==> src/common/i2c_status_pkg.sv <==
package i2c_status_pkg;

    // Byte addresses of the reachable registers
    localparam logic [31:0] RX_PORT_ADDR  = 32'h8002_0800;  // Read: oldest received byte
    localparam logic [31:0] TX_PORT_ADDR  = 32'h8002_0800;  // Write: master transmit entry
    localparam logic [31:0] STS_ADDR      = 32'h8002_0804;  // Status flags
    localparam logic [31:0] CTL_ADDR      = 32'h8002_0808;  // Interrupt enables and soft reset
    localparam logic [31:0] STX_PORT_ADDR = 32'h8002_0828;  // Write: slave transmit byte

    // Status field positions
    localparam int STS_W        = 14;  // Implemented status bits
    localparam int BIT_OPC      = 0;   // Operation complete
    localparam int BIT_ARB      = 1;   // Arbitration lost
    localparam int BIT_NACK     = 2;   // Missing acknowledge
    localparam int BIT_MREQ     = 3;   // Master data request
    localparam int BIT_SREQ     = 4;   // Slave data request
    localparam int BIT_ACTIVE   = 5;   // Bus activity
    localparam int BIT_SCL      = 6;   // Clock line level
    localparam int BIT_SDA      = 7;   // Data line level
    localparam int BIT_RXFULL   = 8;   // Receive FIFO full
    localparam int BIT_RXEMPTY  = 9;   // Receive FIFO empty
    localparam int BIT_TXFULL   = 10;  // Transmit FIFO full
    localparam int BIT_TXEMPTY  = 11;  // Transmit FIFO empty
    localparam int BIT_STXFULL  = 12;  // Slave transmit FIFO full
    localparam int BIT_STXEMPTY = 13;  // Slave transmit FIFO empty
    localparam logic [13:0] STS_RESET = 14'h2A00;  // Three empty flags set

    // Control field positions
    localparam int CTL_W        = 11;  // Implemented control bits
    localparam int IE_OPC       = 0;
    localparam int IE_ARB       = 1;
    localparam int IE_NACK      = 2;
    localparam int IE_MREQ      = 3;
    localparam int IE_SREQ      = 4;
    localparam int IE_RXFULL    = 5;
    localparam int IE_RXNEMPTY  = 6;
    localparam int IE_TXNFULL   = 7;
    localparam int CTL_SWRST    = 8;
    localparam int IE_STXNFULL  = 10;
    localparam logic [10:0] CTL_RESET = 11'h000;
    localparam logic [10:0] CTL_MASK  = 11'h4FF;  // Stored enable bits

    // Entry and byte widths
    localparam int TX_ENTRY_W = 10;  // Byte plus start and stop requests
    localparam int BYTE_W     = 8;

endpackage : i2c_status_pkg

==> src/logic/line_sampler.sv <==
// Three-stage sampler for an asynchronous line; the filtered level follows
// only once the second and third stages agree.
module line_sampler (
    // Clock and reset
    input  wire logic clk_sys,
    input  wire logic sys_rst,
    // Raw pin level
    input  wire logic line_in,
    // Filtered level
    output logic      line_lvl
);

    logic stage1_ff;  // Metastability catcher, read only by stage2
    logic stage2_ff;  // Second stage
    logic stage3_ff;  // Third stage
    logic level_ff;   // Accepted level

    // Shift chain, idle high like a pulled-up line
    always_ff @(posedge clk_sys or posedge sys_rst) begin
        if (sys_rst) begin
            stage1_ff <= 1'b1;
            stage2_ff <= 1'b1;
            stage3_ff <= 1'b1;
        end else begin
            stage1_ff <= line_in;
            stage2_ff <= stage1_ff;
            stage3_ff <= stage2_ff;
        end
    end

    // Accept a change only when the two later stages agree
    always_ff @(posedge clk_sys or posedge sys_rst) begin
        if (sys_rst) begin
            level_ff <= 1'b1;
        end else if (stage2_ff == stage3_ff) begin
            level_ff <= stage3_ff;
        end
    end

    assign line_lvl = level_ff;

endmodule // line_sampler

==> src/logic/i2c_status_flags.sv <==
// The address-and-strobe port was left to the implementer.
module i2c_status_flags (
    // Clock and reset
    input  wire logic                                clk_sys,
    input  wire logic                                sys_rst,
    // Register port
    input  wire logic [31:0]                         reg_addr,
    input  wire logic [31:0]                         reg_wdata,
    input  wire logic                                reg_wr,
    input  wire logic                                reg_rd,
    output logic      [31:0]                         reg_rdata,
    // Two-wire bus lines
    input  wire logic                                scl_in,
    input  wire logic                                sda_in,
    output logic                                     scl_out,
    output logic                                     scl_oe,
    // Bus engine status
    input  wire logic                                engine_scl_oe,
    input  wire logic                                master_sda_oe,
    input  wire logic                                master_byte_active,
    input  wire logic                                master_mode,
    input  wire logic                                frame_open,
    input  wire logic                                last_entry_stop,
    input  wire logic                                master_drained_stop,
    input  wire logic                                missing_ack_evt,
    input  wire logic                                slave_needs_byte,
    input  wire logic                                slave_last_nacked,
    input  wire logic                                rx_byte_arrived,
    // FIFO levels
    input  wire logic                                rx_full,
    input  wire logic                                rx_empty,
    input  wire logic                                tx_full,
    input  wire logic                                tx_empty,
    input  wire logic                                stx_full,
    input  wire logic                                stx_empty,
    input  wire logic [i2c_status_pkg::BYTE_W-1:0]   rx_head,
    // FIFO controls
    output logic                                     rx_pop,
    output logic                                     tx_push,
    output logic [i2c_status_pkg::TX_ENTRY_W-1:0]    tx_push_entry,
    output logic                                     stx_push,
    output logic [i2c_status_pkg::BYTE_W-1:0]        stx_push_byte,
    output logic                                     iface_soft_reset,
    // Interrupt request
    output logic                                     irq_req
);
    import i2c_status_pkg::*;

    // Compare a bus address against one register address
    function automatic logic hit(input logic [31:0] addr, input logic [31:0] base);
        hit = (addr == base);
    endfunction

    // Bus access decode
    logic wr_sts;      // Status write, clears the complete and arbitration flags
    logic wr_ctl;      // Control write
    logic wr_tx;       // Master transmit entry write
    logic wr_stx;      // Slave transmit byte write
    logic rd_rx;       // Receive byte read
    logic [STS_W-1:0] clr_mask;  // Ones written to the status

    assign wr_sts   = reg_wr && hit(reg_addr, STS_ADDR);
    assign wr_ctl   = reg_wr && hit(reg_addr, CTL_ADDR);
    assign wr_tx    = reg_wr && hit(reg_addr, TX_PORT_ADDR);
    assign wr_stx   = reg_wr && hit(reg_addr, STX_PORT_ADDR);
    assign rd_rx    = reg_rd && hit(reg_addr, RX_PORT_ADDR);
    assign clr_mask = wr_sts ? reg_wdata[STS_W-1:0] : '0;

    // Soft reset pulse, one cycle after the control write
    logic soft_rst_ff;

    // Control register
    logic [CTL_W-1:0] ctl_ff;  // Interrupt enables

    // Sticky event flags
    logic opc_flag_ff;                     // operation_complete_flag
    logic arbitration_lost_flag_ff;        // Arbitration lost
    logic missing_ack_flag_ff;             // No acknowledge
    logic master_data_request_flag_ff;     // Master data request
    logic slave_data_request_flag_ff;      // Slave data request
    logic active_ff;                       // Bus activity

    // Synchronised line levels and history for edges
    logic [1:0] line_raw;    // {sda, scl} pins
    logic [1:0] line_lvl;    // {sda, scl} filtered
    logic       scl_prev_ff; // Clock level one cycle ago
    logic       sda_prev_ff; // Data level one cycle ago
    logic       scl_rise;    // Clock line rising
    logic       start_det;   // Start seen on the bus
    logic       stop_det;    // Stop seen on the bus

    // Request conditions and their previous values
    logic mreq_cond;       // Master needs an entry
    logic sreq_cond;       // Slave needs a byte
    logic mreq_cond_ff;
    logic sreq_cond_ff;

    // Receive overflow clock hold
    logic rx_hold_ff;

    // Assembled status word
    logic [STS_W-1:0] sts_word;
    logic [31:0]      reg_rdata_ff;

    // Handshake and data registers toward the FIFOs
    logic                  tx_push_ff;
    logic [TX_ENTRY_W-1:0] tx_entry_ff;
    logic                  stx_push_ff;
    logic [BYTE_W-1:0]     stx_byte_ff;

    assign line_raw = {sda_in, scl_in};

    // Sample both lines into the system clock domain
    genvar gi;
    generate
        for (gi = 0; gi < 2; gi++) begin : g_line
            line_sampler u_sampler (
                .clk_sys  (clk_sys),
                .sys_rst  (sys_rst),
                .line_in  (line_raw[gi]),
                .line_lvl (line_lvl[gi])
            );
        end
    endgenerate

    // Line history for edge finding
    always_ff @(posedge clk_sys or posedge sys_rst) begin
        if (sys_rst) begin
            scl_prev_ff <= 1'b1;
            sda_prev_ff <= 1'b1;
        end else begin
            scl_prev_ff <= line_lvl[0];
            sda_prev_ff <= line_lvl[1];
        end
    end

    // Start: data falls while clock stays high; stop: data rises
    assign scl_rise  = line_lvl[0] && !scl_prev_ff;
    assign start_det = line_lvl[0] && scl_prev_ff && sda_prev_ff && !line_lvl[1];
    assign stop_det  = line_lvl[0] && scl_prev_ff && !sda_prev_ff && line_lvl[1];

    // Request conditions; flags fire on their rising edge so a write that
    // has not yet reached the FIFO does not immediately re-raise them
    assign mreq_cond = tx_empty && master_mode && frame_open && !last_entry_stop;
    assign sreq_cond = stx_empty && slave_needs_byte && !slave_last_nacked;

    // Condition history
    always_ff @(posedge clk_sys or posedge sys_rst) begin
        if (sys_rst) begin
            mreq_cond_ff <= 1'b0;
            sreq_cond_ff <= 1'b0;
        end else begin
            mreq_cond_ff <= mreq_cond;
            sreq_cond_ff <= sreq_cond;
        end
    end

    // Control register; soft reset bit does not store
    always_ff @(posedge clk_sys or posedge sys_rst) begin
        if (sys_rst) begin
            ctl_ff <= CTL_RESET;
        end else if (wr_ctl) begin
            ctl_ff <= reg_wdata[CTL_W-1:0] & CTL_MASK;
        end
    end

    // Soft reset strobe
    always_ff @(posedge clk_sys or posedge sys_rst) begin
        if (sys_rst) begin
            soft_rst_ff <= 1'b0;
        end else begin
            soft_rst_ff <= wr_ctl && reg_wdata[CTL_SWRST];
        end
    end

    // Operation complete; a set in the clearing cycle wins
    always_ff @(posedge clk_sys or posedge sys_rst) begin
        if (sys_rst) begin
            opc_flag_ff <= 1'b0;
        end else if (soft_rst_ff) begin
            opc_flag_ff <= 1'b0;
        end else if (master_drained_stop) begin
            opc_flag_ff <= 1'b1;
        end else if (clr_mask[BIT_OPC]) begin
            opc_flag_ff <= 1'b0;
        end
    end

    // Arbitration lost: released one bit read back low at clock rise
    always_ff @(posedge clk_sys or posedge sys_rst) begin
        if (sys_rst) begin
            arbitration_lost_flag_ff <= 1'b0;
        end else if (soft_rst_ff) begin
            arbitration_lost_flag_ff <= 1'b0;
        end else if (master_byte_active && !master_sda_oe && scl_rise && !line_lvl[1]) begin
            arbitration_lost_flag_ff <= 1'b1;
        end else if (clr_mask[BIT_ARB]) begin
            arbitration_lost_flag_ff <= 1'b0;
        end
    end

    // Missing acknowledge: cleared by a new transmit entry
    always_ff @(posedge clk_sys or posedge sys_rst) begin
        if (sys_rst) begin
            missing_ack_flag_ff <= 1'b0;
        end else if (soft_rst_ff) begin
            missing_ack_flag_ff <= 1'b0;
        end else if (missing_ack_evt) begin
            missing_ack_flag_ff <= 1'b1;
        end else if (wr_tx) begin
            missing_ack_flag_ff <= 1'b0;
        end
    end

    // Master data request
    always_ff @(posedge clk_sys or posedge sys_rst) begin
        if (sys_rst) begin
            master_data_request_flag_ff <= 1'b0;
        end else if (soft_rst_ff) begin
            master_data_request_flag_ff <= 1'b0;
        end else if (mreq_cond && !mreq_cond_ff) begin
            master_data_request_flag_ff <= 1'b1;
        end else if (wr_tx) begin
            master_data_request_flag_ff <= 1'b0;
        end
    end

    // Slave data request
    always_ff @(posedge clk_sys or posedge sys_rst) begin
        if (sys_rst) begin
            slave_data_request_flag_ff <= 1'b0;
        end else if (soft_rst_ff) begin
            slave_data_request_flag_ff <= 1'b0;
        end else if (sreq_cond && !sreq_cond_ff) begin
            slave_data_request_flag_ff <= 1'b1;
        end else if (wr_stx) begin
            slave_data_request_flag_ff <= 1'b0;
        end
    end

    // Bus activity between start and stop
    always_ff @(posedge clk_sys or posedge sys_rst) begin
        if (sys_rst) begin
            active_ff <= 1'b0;
        end else if (soft_rst_ff) begin
            active_ff <= 1'b0;
        end else if (start_det) begin
            active_ff <= 1'b1;
        end else if (stop_det) begin
            active_ff <= 1'b0;
        end
    end

    // Overflow interlock: hold the clock low until software reads a byte
    always_ff @(posedge clk_sys or posedge sys_rst) begin
        if (sys_rst) begin
            rx_hold_ff <= 1'b0;
        end else if (soft_rst_ff) begin
            rx_hold_ff <= 1'b0;
        end else if (rx_full && rx_byte_arrived) begin
            rx_hold_ff <= 1'b1;
        end else if (rd_rx) begin
            rx_hold_ff <= 1'b0;
        end
    end

    // Status word; FIFO flags come live from the FIFOs
    always_comb begin
        sts_word               = '0;
        sts_word[BIT_OPC]      = opc_flag_ff;
        sts_word[BIT_ARB]      = arbitration_lost_flag_ff;
        sts_word[BIT_NACK]     = missing_ack_flag_ff;
        sts_word[BIT_MREQ]     = master_data_request_flag_ff;
        sts_word[BIT_SREQ]     = slave_data_request_flag_ff;
        sts_word[BIT_ACTIVE]   = active_ff;
        sts_word[BIT_SCL]      = line_lvl[0];
        sts_word[BIT_SDA]      = line_lvl[1];
        sts_word[BIT_RXFULL]   = rx_full;
        sts_word[BIT_RXEMPTY]  = rx_empty;
        sts_word[BIT_TXFULL]   = tx_full;
        sts_word[BIT_TXEMPTY]  = tx_empty;
        sts_word[BIT_STXFULL]  = stx_full;
        sts_word[BIT_STXEMPTY] = stx_empty;
    end

    // Read data, valid only in the cycle after the read strobe
    always_ff @(posedge clk_sys or posedge sys_rst) begin
        if (sys_rst) begin
            reg_rdata_ff <= '0;
        end else if (!reg_rd) begin
            reg_rdata_ff <= '0;
        end else if (hit(reg_addr, STS_ADDR)) begin
            reg_rdata_ff <= {{(32-STS_W){1'b0}}, sts_word};      // Reserved bits read zero
        end else if (hit(reg_addr, CTL_ADDR)) begin
            reg_rdata_ff <= {{(32-CTL_W){1'b0}}, ctl_ff};
        end else if (hit(reg_addr, RX_PORT_ADDR)) begin
            reg_rdata_ff <= {{(32-BYTE_W){1'b0}}, rx_head};
        end else begin
            reg_rdata_ff <= '0;                                  // Unmapped
        end
    end

    // Registered pushes toward the transmit FIFOs
    always_ff @(posedge clk_sys or posedge sys_rst) begin
        if (sys_rst) begin
            tx_push_ff  <= 1'b0;
            tx_entry_ff <= '0;
            stx_push_ff <= 1'b0;
            stx_byte_ff <= '0;
        end else begin
            tx_push_ff  <= wr_tx;
            stx_push_ff <= wr_stx;
            if (wr_tx) begin
                tx_entry_ff <= reg_wdata[TX_ENTRY_W-1:0];
            end
            if (wr_stx) begin
                stx_byte_ff <= reg_wdata[BYTE_W-1:0];
            end
        end
    end

    // Interrupt request from enabled flags and FIFO conditions
    assign irq_req = (ctl_ff[IE_OPC]      && opc_flag_ff)                 ||
                     (ctl_ff[IE_ARB]      && arbitration_lost_flag_ff)    ||
                     (ctl_ff[IE_NACK]     && missing_ack_flag_ff)         ||
                     (ctl_ff[IE_MREQ]     && master_data_request_flag_ff) ||
                     (ctl_ff[IE_SREQ]     && slave_data_request_flag_ff)  ||
                     (ctl_ff[IE_RXFULL]   && rx_full)                     ||
                     (ctl_ff[IE_RXNEMPTY] && !rx_empty)                   ||
                     (ctl_ff[IE_TXNFULL]  && !tx_full)                    ||
                     (ctl_ff[IE_STXNFULL] && !stx_full);

    // Output drive
    assign reg_rdata        = reg_rdata_ff;
    assign scl_out          = 1'b0;                              // Open drain, only pulls low
    assign scl_oe           = engine_scl_oe || rx_hold_ff;
    assign rx_pop           = rd_rx;                             // Pop in the read cycle
    assign tx_push          = tx_push_ff;
    assign tx_push_entry    = tx_entry_ff;
    assign stx_push         = stx_push_ff;
    assign stx_push_byte    = stx_byte_ff;
    assign iface_soft_reset = soft_rst_ff;

endmodule // i2c_status_flags

==> config.mk <==
export PLATFORM = sky130hd
export DESIGN_NAME = i2c_status_flags
export DESIGN_NICKNAME = d
export VERILOG_FILES = /design/src/common/i2c_status_pkg.sv /design/src/logic/line_sampler.sv /design/src/logic/i2c_status_flags.sv
export SDC_FILE = /design/constraint.sdc
export NUM_CORES = 1
export LEC_CHECK = 0
export ABC_CLOCK_PERIOD_IN_PS = 4550
export BUFFER_PORTS_ARGS = -buffer_cell sky130_fd_sc_hd__clkbuf_2
export CELL_PAD_IN_SITES_DETAIL_PLACEMENT = 1
export CELL_PAD_IN_SITES_GLOBAL_PLACEMENT = 1
export CORE_MARGIN = 4
export CORE_UTILIZATION = 36
export DETAILED_ROUTE_END_ITERATION = 12
export HOLD_SLACK_MARGIN = 0.06
export PLACE_DENSITY_LB_ADDON = 0.2
export SETUP_SLACK_MARGIN = 0.05
export SLEW_MARGIN = 20
export SYNTH_ARGS = -nofsm -noshare
export SYNTH_HDL_FRONTEND = slang
export SYNTH_SLANG_ARGS = --single-unit
==> constraint.sdc <==
create_clock -name clk_sys -period 4.55 [get_ports clk_sys]
set_clock_uncertainty 0.2 [all_clocks]
set_input_delay 0.455 -clock clk_sys [delete_from_list [all_inputs] [get_ports clk_sys]]
set_output_delay 0.455 -clock clk_sys [all_outputs]
set_load 0.1 [all_outputs]
== Word-level counts from Yosys, hierarchy flattened ==
Cells that the tools add are included.
Cells by class
  multiplexer cells: 25
  reduce and logical (&&, ||, !) cells: 59
  equal/unequal tests: 6
Operators with widths (number)
  $eq 32x32->1 const B: 4
  $logic_and 1x1->1: 32
  $mux 14: 2
  $reduce_bool 3->1: 7
  $mux 1: 20
  $logic_not 1->1: 11
  $mux 11: 1
  $logic_or 1x1->1: 9
  $mux 8: 1
  $eq 1x1->1: 2
  $mux 2: 1
Storage, ports and cells
  output and inout port bits: 57
  bits in registers: 81
  input port bits: 95
  word-level logic and storage cells: 116

== Logic depth before layout (Yosys ltp) ==
Gate-level depths: netlist of run 1.
  depth in word-level cells: 9
  gate-level depth with buffers: 5
  gate-level depth less buffers: 4

== By module ==
A second synthesis of run 1 with hierarchy kept.
Unflattened totals
  cell total of the unflattened synthesis: 226
  area total of the unflattened synthesis: 2819.0 um2
By module, submodules not included
  i2c_status_flags: cells each 214, instances 1, area an instance 2578.7 um2, seq. area each 1378.8 um2
  line_sampler: cells each 6, instances 2, area an instance 120.1 um2, seq. area each 105.1 um2

== Least setup slack after synthesis of run 1 ==
OpenSTA, ideal clock, no wires.
  path type: input to output
  start point: input reg_addr[26]
  end point: output rx_pop
  arrival: 3035 ps
  cell stages on the path: 5
  path buffers: 1
  required time: 3895 ps
  path slack: 860 ps
  path through: nor4_2 -> nand4_4 -> or4_1 -> buf_2 -> nor2_1
Between the ends
  cells in the longest elaborated chain, start to end: 2
RTL lines
  from (decl): RTL line i2c_status_flags.sv:7  | input wire logic [31:0] reg_addr,
  $eq 32x32->1: RTL line i2c_status_flags.sv:51  | hit = (addr == base);
  $logic_and 1x1->1: RTL line i2c_status_flags.sv:66  | assign rd_rx = reg_rd && hit(reg_addr, RX_PORT_ADDR);
  to (decl): RTL line i2c_status_flags.sv:38  | output logic rx_pop,
Every way passes these cells.

== Final worst setup path of run 1 ==
  start point: input reg_addr[18]
  end point: output rx_pop
Same word-level chain as after synthesis.

==> results.txt, run 1 <==
Status: complete, no violations
Pwr Total: 1240 uW
Antenna violations before repair: 0
Most frequent cells in the layout: 111 x clkbuf_2, 53 x dfrtp_1, 27 x mux2_2
Max VDD drop: 203 uV
PortBufs: 111
WHS Path Cells: 2
Yosys warns: 0
WP buf/inv: 2
Worst setup SP type: primary input
Ys flop type: dfrtp_1
Count of final hold-check violations: 0
Power per Cell Area: 337 mW/mm^2
Worst Setup End Kind: primary output
WL met3: 530 um
DRT Pass-1 Iters: 4
CP Data Arrival Time: 2.67 ns
R2r endpoint: arbitration_lost_flag_ff$_DFFE_PP0P_
Top achievable clock speed: 300 MHz
Critical Path, Cell by Cell: clkbuf_2 > nor4_2 > nand4_4 > or4_1 > nor2_1 > clkbuf_2
Reg2reg setup slack: 3.04 ns
Clk pin slew, worst setup/hold paths: 0.07 ns
Number of synthesized flops with an enable pin: 0
R2R depth: 3
Most used cell, CP: clkbuf_2
# DRC: 0
Vias in the first global route: 2,389
Vias/cell: 4.77
Hold Path Sink: sreq_cond_ff$_DFF_PP0_
Initial DRC count: 70
Nets: 439
Row count: 32
Most common cell after layout, fill and taps aside: clkbuf_2
Relative slew slack: 0.471
CTS Root Cell: clkbuf_8
Layout fillers: 896
HP Class: primary input to flip-flop
Register area share after synthesis: 0.561
DIE WIDTH: 96.7 um
Setup crit start: reg_addr[18]
Vias after detailed routing: 2,147
Largest net degree at the start of global routing: 64
Drt wl/cell: 16.5 um
Routability cong.: 0.746
IO Pins: 152
Slowest cell delay on critical path: 0.81 ns
Slowest CP cell: or4_1
Met2 routed WL: 3.71 mm
PostCTS Resize Cnt: 0
Compound-Gate Fraction of Synth Area: 0.0936
Setup tns final: 0 ns
XOR/XNOR Fraction of Synth Area: 0
Global-route wire length before repair: 12.3 mm
Crit Path Max Fanout: 9
#FFs+latches synth: 63
Layout area overhead: 30.1%
Largest family of logic cells by synthesized area: simple AND/OR/NAND/NOR gates
Final setup viols: 0
Post-Synth Adder-Cell Area: 0.00706
Met1 WL: 3.10 mm
Mux share of post-synthesis cell area: 0.107
Min-delay src: slave_last_nacked
Syn_area_per_cell: 12.7 um^2
Period utilisation layout: 0.732
Initial cell density of the core: 0.369
Core ar.: 0.00769 mm^2
Asr flop ratio synth: 1.00
Ant diodes: 0
Die Footprint: 0.00936 mm^2
Synthesized area: 0.00283 mm^2
GRT Util Overall: 0.168
P_leak: 0.00191 uW
Cell family with most CP delay: simple AND/OR/NAND/NOR gates
Clk sinks: 63
Post-DRT Antenna Nets: 0
Layout cells sized above 1: 0.534
Cells after Synth: 223
H-tree depth: 3
CP Class: primary input to primary output
Skew-Pair Late Insertion Delay: 0.33 ns
DIE HEIGHT: 96.7 um
CTS tree: done
Post-Synth Simple-Gate Area: 0.156
Top sig layer: met4
Worst Tran Pin Value: 0.793 ns
Final Slew Violations: 0
Tmin final: 3.33 ns
Worst path required time: 3.89 ns
Grt ovf: 0
Total wire length: 7.41 mm
Post-DP HPWL: 5.73 mm
RSZ-0062 raised after global routing: false
Synth unique cells: 46
CTS max path bufs: 2
Setup bufs post-CTS: 0
Reg-to-Reg Start: g_line[1].u_sampler.line_lvl$_DFFE_PP1N_
MaxCap Viol Count: 0
CTS buffer count: 9
[per-layer routing]
metal  vias to the layer above  global-route usage
met5                         -                   0
met4                         0              0.0454
met3                         5              0.0699
met2                        82               0.276
met1                      1053               0.204
li1                       1007                   -
[area by class of cell]
cell class              count  area [um^2]  share of cell area
clock buffers              13          179              0.0485
clock inverters             2         37.5              0.0102
inverters                  12         45.0              0.0122
multi-input cells         142         1110               0.301
flip-flops and latches     63         1590               0.431
well taps                 102          128              0.0346
repair buffers            116          598               0.162
[synth_stat cells, drive strengths merged (5+ instances only)]
library cell / n / area [um^2]
mux2: 27 / 304
inv: 12 / 45.0
nand2: 13 / 48.8
and3: 7 / 43.8
buf: 22 / 156
nor2: 6 / 22.5
nor4b: 6 / 86.3
dfrtp: 53 / 1330
a221oi: 8 / 95.1
nor4: 6 / 77.6
a21oi: 6 / 30.0
nor3: 5 / 41.3
o21ai: 9 / 45.0
dfstp: 10 / 263
[power breakdown]
group | total, uW | internal, uW | switching [uW] | leakage, uW
clock | 512 | 310 | 202 | 0.000108
sequential | 583 | 576 | 7.70 | 0.000811
combinational | 147 | 35.9 | 111 | 0.000994
total | 1240 | 921 | 320 | 0.00191
[repair_timing]
item | in CTS | in global routing
hold buffers | 2 | 0
endpoints found under the setup margin | 0 | 0
hold endpoints to repair | 2 | 0
[worst max path at each step]
stage | end | slack, ns | depth (start not counted)
floorplan | rx_pop | 0.86 | 5
global placement | rx_pop | 1.23 | 6
detailed placement | rx_pop | 1.16 | 6
CTS | rx_pop | 1.18 | 6
global route | rx_pop | 1.10 | 6
finish | rx_pop | 1.22 | 6
[logic make-up after synthesis]
logic type	Yosys count
AOI/OAI and AO/OA	35
adders and majority gates	2
buffers and inverters	36
DFF	63
muxes	27
other	1
and+or+nand+nor	59
[sequential cells by signal, summed over array words and instances, names as in the netlist]
register and count:
active_ff 1, g_line.u_sampler.stage2_ff 2, master_data_request_flag_ff 1, rx_hold_ff 1
tx_push_entry 10, g_line.u_sampler.stage1_ff 2, opc_flag_ff 1, stx_push 1
iface_soft_reset 1, g_line.u_sampler.stage3_ff 2, tx_push 1, scl_prev_ff 1
g_line.u_sampler.line_lvl 2, sreq_cond_ff 1, mreq_cond_ff 1, arbitration_lost_flag_ff 1
reg_rdata 14, missing_ack_flag_ff 1, sda_prev_ff 1, slave_data_request_flag_ff 1
ctl_ff 9, stx_push_byte 8
[through the flow]
step / setup WS, ns / instances / hold WS, ns / area [um^2] / util
6_report: 1.22 / 450 / 0.108 / 3690 / 0.479
5_1_grt: 1.10 / 450 / 0.0809 / 3690 / 0.479
4_1_cts: 1.18 / 450 / 0.0837 / 3690 / 0.479
3_5_place_dp: 1.16 / 433 / 0.151 / 3450 / 0.449
3_3_place_gp: 1.23 / 433 / 0.146 / 3450 / 0.449
2_1_floorplan: 0.860 / 241 / 0.145 / 2900 / -
No activity file was read; power rests on OpenSTA's default activity.
==> run 2, diff against run 1 <==
--- a/config.mk
+++ b/config.mk
@@ -5,12 +5,12 @@
 export SDC_FILE = /design/constraint.sdc
 export NUM_CORES = 1
 export LEC_CHECK = 0
-export ABC_CLOCK_PERIOD_IN_PS = 4550
+export ABC_CLOCK_PERIOD_IN_PS = 2900
 export BUFFER_PORTS_ARGS = -buffer_cell sky130_fd_sc_hd__clkbuf_2
 export CELL_PAD_IN_SITES_DETAIL_PLACEMENT = 1
 export CELL_PAD_IN_SITES_GLOBAL_PLACEMENT = 1
 export CORE_MARGIN = 4
-export CORE_UTILIZATION = 36
+export CORE_UTILIZATION = 30
 export DETAILED_ROUTE_END_ITERATION = 12
 export HOLD_SLACK_MARGIN = 0.06
 export PLACE_DENSITY_LB_ADDON = 0.2
==> constraint.sdc (replaced) <==
create_clock -name clk_sys -period 2.9 [get_ports clk_sys]
set_clock_uncertainty 0.2 [all_clocks]
set_input_delay 0.29 -clock clk_sys [delete_from_list [all_inputs] [get_ports clk_sys]]
set_output_delay 0.29 -clock clk_sys [all_outputs]
set_load 0.1 [all_outputs]
==> run 2 against run 1 <==
- clock power grew 69%
- sequential share of layout area shrank 3.7 points
- design area rose by 9.3%
- sequential power is 57% higher
- non-clock buffer count rose by 32
- flip-flop and latch count unchanged
- worst hold slack lost 0.024 ns
- via count rose by 6.5%
- utilization is 4.2 points lower
- clock-buffer cell count stayed put
- critical path type unchanged
- critical endpoint unchanged
- largest cell class unchanged
==> results.txt, run 2 (synthesis gave the netlist of run 1 again) <==
Status: complete, no violations
Layout cells sized above 1: 0.509 (-0.0253)
Initial cell density of the core: 0.308 (-0.0605)
HP Class: primary input to flip-flop
Layout area overhead: 42.1%
Most common cell after layout, fill and taps aside: clkbuf_2
Final setup viols: 0 (unchanged)
Largest net degree at the start of global routing: 31 (-52%)
Final Util: 0.438 (-0.0415)
Dpl cells: 450 (+3.9%)
Crit Path Max Fanout: 2 (-7)
PortBufs: 111 (unchanged)
CTS max path bufs: 2 (unchanged)
Multi-input logic area: 0.00112 mm^2 (+0.68%)
Vias after detailed routing: 2,287 (+6.5%)
FF/Latch Area: 0.00159 mm^2 (unchanged)
P_leak: 0.00207 uW (+8.1%)
Tmin final: 2.34 ns
Cts hold-fix bufs: 26 (+24)
Max VDD drop: 223 uV (+9.8%)
DRT Pass-1 Iters: 4 (unchanged)
Final Slew Violations: 0 (unchanged)
Ant diodes: 0 (unchanged)
R2R depth: 3 (unchanged)
Critical Path, Cell by Cell: clkbuf_2 > nor4_2 > nand4_4 > or4_1 > nor2_4 > buf_12
Post-DP HPWL: 6.16 mm (+7.4%)
Nets: 471 (+7.3%)
Top achievable clock speed: 428 MHz
Die Footprint: 0.0111 mm^2 (+18%)
DIE WIDTH: 105 um (+8.8%)
RSZ-0062 raised after global routing: false
Met1 WL: 3.45 mm (+11%)
IO Pins: 152 (unchanged)
Setup bufs post-CTS: 0 (unchanged)
Layout fillers: 1,048 (+17%)
Worst Setup End Kind: primary output
Total wire length: 8.08 mm (+9.1%)
Slowest CP cell: or4_1
Skew-Pair Late Insertion Delay: 0.33 ns (about the same)
Worst path required time: 2.41 ns (-1.48 ns)
Initial DRC count: 65 (-7.1%)
Antenna violations before repair: 0 (unchanged)
WHS Path Cells: 3 (+1)
Cell family with most CP delay: simple AND/OR/NAND/NOR gates
Reg-to-Reg Start: g_line[1].u_sampler.line_lvl$_DFFE_PP1N_
Vias/cell: 4.65 (-2.6%)
Most frequent cells in the layout: 110 x clkbuf_2, 53 x dfrtp_1, 27 x mux2_2
Row count: 35 (+9.4%)
GRT Util Overall: 0.151 (-0.0166)
Global-route wire length before repair: 12.9 mm (+4.7%)
Setup crit start: reg_addr[26]
Clk pin slew, worst setup/hold paths: 0.06 ns (about the same)
Min-delay src: rx_byte_arrived
Max reg flops: 14 (unchanged)
Period utilisation layout: 0.805
Top sig layer: met4
Post-DRT Antenna Nets: 0 (unchanged)
Grt ovf: 0 (unchanged)
Clk sinks: 63 (unchanged)
Worst Tran Pin Value: 0.662 ns (-0.131 ns)
Drt wl/cell: 16.4 um (-0.20%)
CTS Root Cell: clkbuf_8
DIE HEIGHT: 105 um (+8.8%)
# DRC: 0 (unchanged)
Met2 routed WL: 4.07 mm (+9.6%)
CTS buffer count: 9 (unchanged)
Worst path depth: 6 (unchanged)
Count of final hold-check violations: 0 (unchanged)
MaxCap Viol Count: 0 (unchanged)
WP buf/inv: 2 (unchanged)
Core ar.: 0.00920 mm^2 (+20%)
Relative slew slack: 0.558 (+0.0866)
CP Class: primary input to primary output
PostCTS Resize Cnt: 0 (unchanged)
Routability cong.: 0.776 (+4.0%)
Vias in the first global route: 2,473 (+3.5%)
Slowest cell delay on critical path: 0.61 ns (-0.20 ns)
Worst setup SP type: primary input
CTS tree: done
Setup tns final: 0 ns (unchanged)
CP Data Arrival Time: 1.85 ns (-0.82 ns)
H-tree depth: 3 (unchanged)
Power per Cell Area: 506 mW/mm^2 (+50%)
WL met3: 441 um (-17%)
Non-filler cells, final: 492 (+9.3%)
==> run 2: cell count changes in the layout (fill, tap and decap cells not counted) <==
cell and change:
clkinv_2 +1, clkbuf_8 -2, buf_4 +8, clkbuf_1 +2, buf_12 +1, nor2_1 -1, clkbuf_2 -1, bufinv_16 +1
dlygate4sd3_1 +24, clkinvlp_4 -1, nor2_4 +1
==> run 2: final timing paths <==
check                                                          endpoint  slack (ns)
worst max-delay path                                             rx_pop        0.56
worst max register to register     arbitration_lost_flag_ff$_DFFE_PP0P_        1.33
max in group asynchronous       g_line[0].u_sampler.stage3_ff$_DFF_PP1_        1.37
worst min-delay path                             rx_hold_ff$_DFFE_PP0P_        0.08
min in group asynchronous                  tx_push_entry[1]$_DFFE_PP0P_        0.38
worst min register to register  g_line[1].u_sampler.stage2_ff$_DFF_PP1_        0.16
==> run 2: through the flow <==
step,hold slack [ns],total power [uW],cell area [um^2],setup slack (ns)
6_report,0.0838,2040,4030,0.564
5_1_grt,0.0748,2130,4030,0.430
4_1_cts,0.0664,2070,4030,0.529
3_5_place_dp,0.150,1160,3540,0.529
3_3_place_gp,0.146,1160,3540,0.534
2_1_floorplan,0.0945,1100,2910,0.314
==> run 2: power breakdown <==
part / leakage, uW / switching [uW] / internal [uW]
Combinational: 0.00114 / 180 / 78.2
Clock: 0.000114 / 335 / 531
Sequential: 0.000811 / 12.6 / 903
==> run 2: final cells by class <==
class                   instances  area share
clock buffers                  13      0.0395
clock inverters                 3      0.0162
inverters                      12      0.0112
flip-flops and latches         63       0.395
multi-input cells             142       0.277
repair buffers                148       0.227
well taps                     111      0.0345
==> run 2: metal layers <==
metal  GRT usage  vias to the layer above
met2       0.256                       85
met3      0.0401                        9
li1            -                     1083
met1       0.185                     1110
met4      0.0525                        0
met5           0                        -
==> run 2: tightest hold or removal path, cell delays in order <==
cell and delay (ns):
clkbuf_2 0.09, a21oi_1 0.14, a211oi_1 0.06
==> run 3, diff against run 2 <==
--- a/config.mk
+++ b/config.mk
@@ -5,12 +5,13 @@
 export SDC_FILE = /design/constraint.sdc
 export NUM_CORES = 1
 export LEC_CHECK = 0
-export ABC_CLOCK_PERIOD_IN_PS = 2900
+export ABC_AREA = 1
+export ABC_CLOCK_PERIOD_IN_PS = 2000
 export BUFFER_PORTS_ARGS = -buffer_cell sky130_fd_sc_hd__clkbuf_2
 export CELL_PAD_IN_SITES_DETAIL_PLACEMENT = 1
 export CELL_PAD_IN_SITES_GLOBAL_PLACEMENT = 1
 export CORE_MARGIN = 4
-export CORE_UTILIZATION = 30
+export CORE_UTILIZATION = 29
 export DETAILED_ROUTE_END_ITERATION = 12
 export HOLD_SLACK_MARGIN = 0.06
 export PLACE_DENSITY_LB_ADDON = 0.2
==> constraint.sdc (replaced) <==
create_clock -name clk_sys -period 2 [get_ports clk_sys]
set_clock_uncertainty 0.2 [all_clocks]
set_input_delay 0.2 -clock clk_sys [delete_from_list [all_inputs] [get_ports clk_sys]]
set_output_delay 0.2 -clock clk_sys [all_outputs]
set_load 0.1 [all_outputs]
==> run 3 against run 2 <==
- non-clock buffer count is 20 higher
- sequential power grew 46%
- wire length rose by 18%
- utilization shrank 0.78 points
- first-iteration DRC count is 20% higher
- synthesized cell count is 69% higher
- combinational power grew 76%
- highest routed layer unchanged
- critical endpoint is now irq_req
==> results.txt, run 3 <==
Syn_area_per_cell: 8.38 um^2 (-34%)
Cells after Synth: 377 (+69%)
Count of final hold-check violations: 0 (unchanged)
Tmin final: 1.94 ns
WP buf/inv: 2 (unchanged)
MaxCap Viol Count: 0 (unchanged)
Asr flop ratio synth: 1.00 (unchanged)
CP Data Arrival Time: 1.54 ns (-0.31 ns)
Ys flop type: dfrtp_1
Max VDD drop: 269 uV (+20%)
Vias after detailed routing: 2,966 (+30%)
#FFs+latches synth: 63 (unchanged)
CTS Root Cell: clkbuf_8
Final instance area: 0.00450 mm^2 (+12%)
Antenna violations before repair: 0 (unchanged)
Post-synth top cells: 85 x nand2_1, 53 x dfrtp_1, 53 x inv_1, 40 x nand3_1, 40 x nor2_1
# DRC: 0 (unchanged)
HP Class: primary input to flip-flop
Layout cells sized above 1: 0.351 (-0.158)
Synthesized area: 0.00316 mm^2 (+11%)
Post-DP HPWL: 7.31 mm (+19%)
Min-delay src: master_sda_oe
DRT Pass-1 Iters: 4 (unchanged)
Final hold slack: 0.0935 ns (+0.00966 ns)
P_sw: 909 uW (+72%)
Ant diodes: 0 (unchanged)
DIE HEIGHT: 112 um (+6.8%)
Setup tns final: 0 ns (unchanged)
Grt ovf: 0 (unchanged)
Die Footprint: 0.0126 mm^2 (+14%)
Top achievable clock speed: 515 MHz
CTS max path bufs: 2 (unchanged)
H-tree depth: 3 (unchanged)
Final Util: 0.430 (-0.00780)
CTS tree: done
Routability cong.: 0.790 (+1.8%)
CP Class: flip-flop to primary output
Final setup viols: 0 (unchanged)
Sw frac: 0.320 (+0.0617)
Final Slew Violations: 0 (unchanged)
Vias in the first global route: 3,152 (+27%)
Most common cell after layout, fill and taps aside: clkbuf_2
Combinational Power Share: 0.161 (+0.034)
Status: complete, no violations
Synth unique cells: 34 (-26%)
Core ar.: 0.0105 mm^2 (+14%)
Placed cell areas: 0.00388 mm^2 (+9.6%)
Initial DRC count: 78 (+20%)
Vias/cell: 4.30 (-7.4%)
Slowest cell delay on critical path: 0.40 ns (-0.21 ns)
Worst setup SP type: flip-flop
P_leak: 0.00253 uW (+22%)
PortBufs: 111 (unchanged)
Reg-to-Reg Start: iface_soft_reset$_DFF_PP0_
Period utilisation layout: 0.971
Slowest CP cell: dfrtp_1
Layout area overhead: 42.5%
Drt wl/cell: 13.8 um (-16%)
Global-route wire length before repair: 15.4 mm (+19%)
Post-synth top area cell: dfrtp_1
Initial cell density of the core: 0.302 (-0.00620)
RSZ-0062 raised after global routing: false
Most frequent cells in the layout: 109 x clkbuf_2, 85 x nand2_1, 53 x dfrtp_1
Cell family with most CP delay: flip-flops
Reg power frac: 0.473 (+0.024)
Post-DRT Antenna Nets: 0 (unchanged)
Critical Path, Cell by Cell: inv_2 > o22ai_2 > a221oi_1 > nand4_1 > buf_8
Largest cells by area after synthesis: dfrtp_1 42%, nand2_1 10%, dfstp_2 8.3%
Setup crit start: ctl_ff[10]$_DFFE_PP0P_
Int Power: 1930 uW (+27%)
Worst Tran Pin Value: 0.562 ns (-0.100 ns)
Largest net degree at the start of global routing: 22 (-29%)
Pwr Total: 2840 uW (+39%)
Post-synth top area share: 0.420 (-0.0482)
Number of synthesized flops with an enable pin: 0 (unchanged)
Relative slew slack: 0.627 (+0.0689)
Clock network power share: 0.367 (-0.057)
IO Pins: 152 (unchanged)
Max reg flops: 14 (unchanged)
Nets: 643 (+37%)
Clk pin slew, worst setup/hold paths: 0.08 ns (+0.02 ns)
Row count: 37 (+5.7%)
Worst Setup End Kind: primary output
Worst path required time: 1.60 ns (-0.81 ns)
Power per Cell Area: 630 mW/mm^2 (+24%)
GRT Util Overall: 0.152 (+0.000586)
Total wire length: 9.51 mm (+18%)
Yosys warns: 0 (unchanged)
DIE WIDTH: 112 um (+6.8%)
Count leader, synth: nand2_1
Clk sinks: 63 (unchanged)
Register area share after synthesis: 0.503 (-0.0577)
Crit Path Max Fanout: 2 (unchanged)
CTS buffer count: 9 (unchanged)
Skew-Pair Late Insertion Delay: 0.35 ns (+0.02 ns)
-- run 3: power by group through the flow --
stage	Combinational (uW)	Sequential [uW]	Clock, uW
floorplan	297	1360	0
global placement	389	1360	0
detailed placement	398	1360	0
CTS	457	1340	1070
global route	494	1340	1140
finish	455	1340	1040
-- run 3: worst min-delay path, cell delays in order --
cell and delay [ns]:
clkbuf_2 0.07, nor2_1 0.04, and3_1 0.18, nand2_1 0.07
nand2_1 0.05
-- run 3: final timing paths --
path	slack, ns	endpoint	depth (start not counted)
max in group asynchronous	0.85	tx_push_entry[0]$_DFFE_PP0P_	4
hold reg to reg	0.16	g_line[0].u_sampler.stage2_ff$_DFF_PP1_	0
min in group asynchronous	0.20	tx_push_entry[7]$_DFFE_PP0P_	3
setup reg to reg	0.33	opc_flag_ff$_DFFE_PP0P_	4
setup / recovery	0.06	irq_req	5
hold / removal	0.09	arbitration_lost_flag_ff$_DFFE_PP0P_	5
-- run 3: kinds of logic (layout without fill, tap and decap cells) --
group,Yosys count,after routing,synth area share
adders and majority gates,2,2,0.00634
buffers and inverters,85,243,0.137
AOI/OAI and AO/OA,33,33,0.0638
DFF,63,63,0.503
other,1,19,0.00119
and+or+nand+nor,193,193,0.289
-- run 3: cell type report --
class	instances	area [um^2]
fill	1292	5960
sequential	63	1590
multi-input combinational	247	1220
timing repair buffer	168	1110
inverter	59	225
tap	136	170
clock buffer	9	124
clock inverter	7	55.1
-- run 3: routing by layer --
| layer | vias up | share of wire | wire length [um] | global-route usage |
|---|---|---|---|---|
| met2 | 82 | 0.51 | 4820 | 0.269 |
| met5 | - | 0 | 0 | 0 |
| li1 | 1478 | - | - | - |
| met3 | 10 | 0.049 | 464 | 0.0286 |
| met1 | 1396 | 0.43 | 4100 | 0.185 |
| met4 | 0 | 0.014 | 130 | 0.0529 |
-- run 3: per-stage QoR --
stage | setup WS [ns] | std cells
floorplan | -0.0101 | 395
global placement | 0.169 | 630
detailed placement | 0.140 | 630
CTS | 0.0517 | 686
global route | 0.00299 | 689
finish | 0.0579 | 689
-- run 3: repair_timing --
action	in CTS	in global routing
endpoints found under the setup margin	1	2
pin swaps	1	1
hold buffers	37	0
hold endpoints to repair	108	0
setup buffers	3	3
resized for setup	4	3
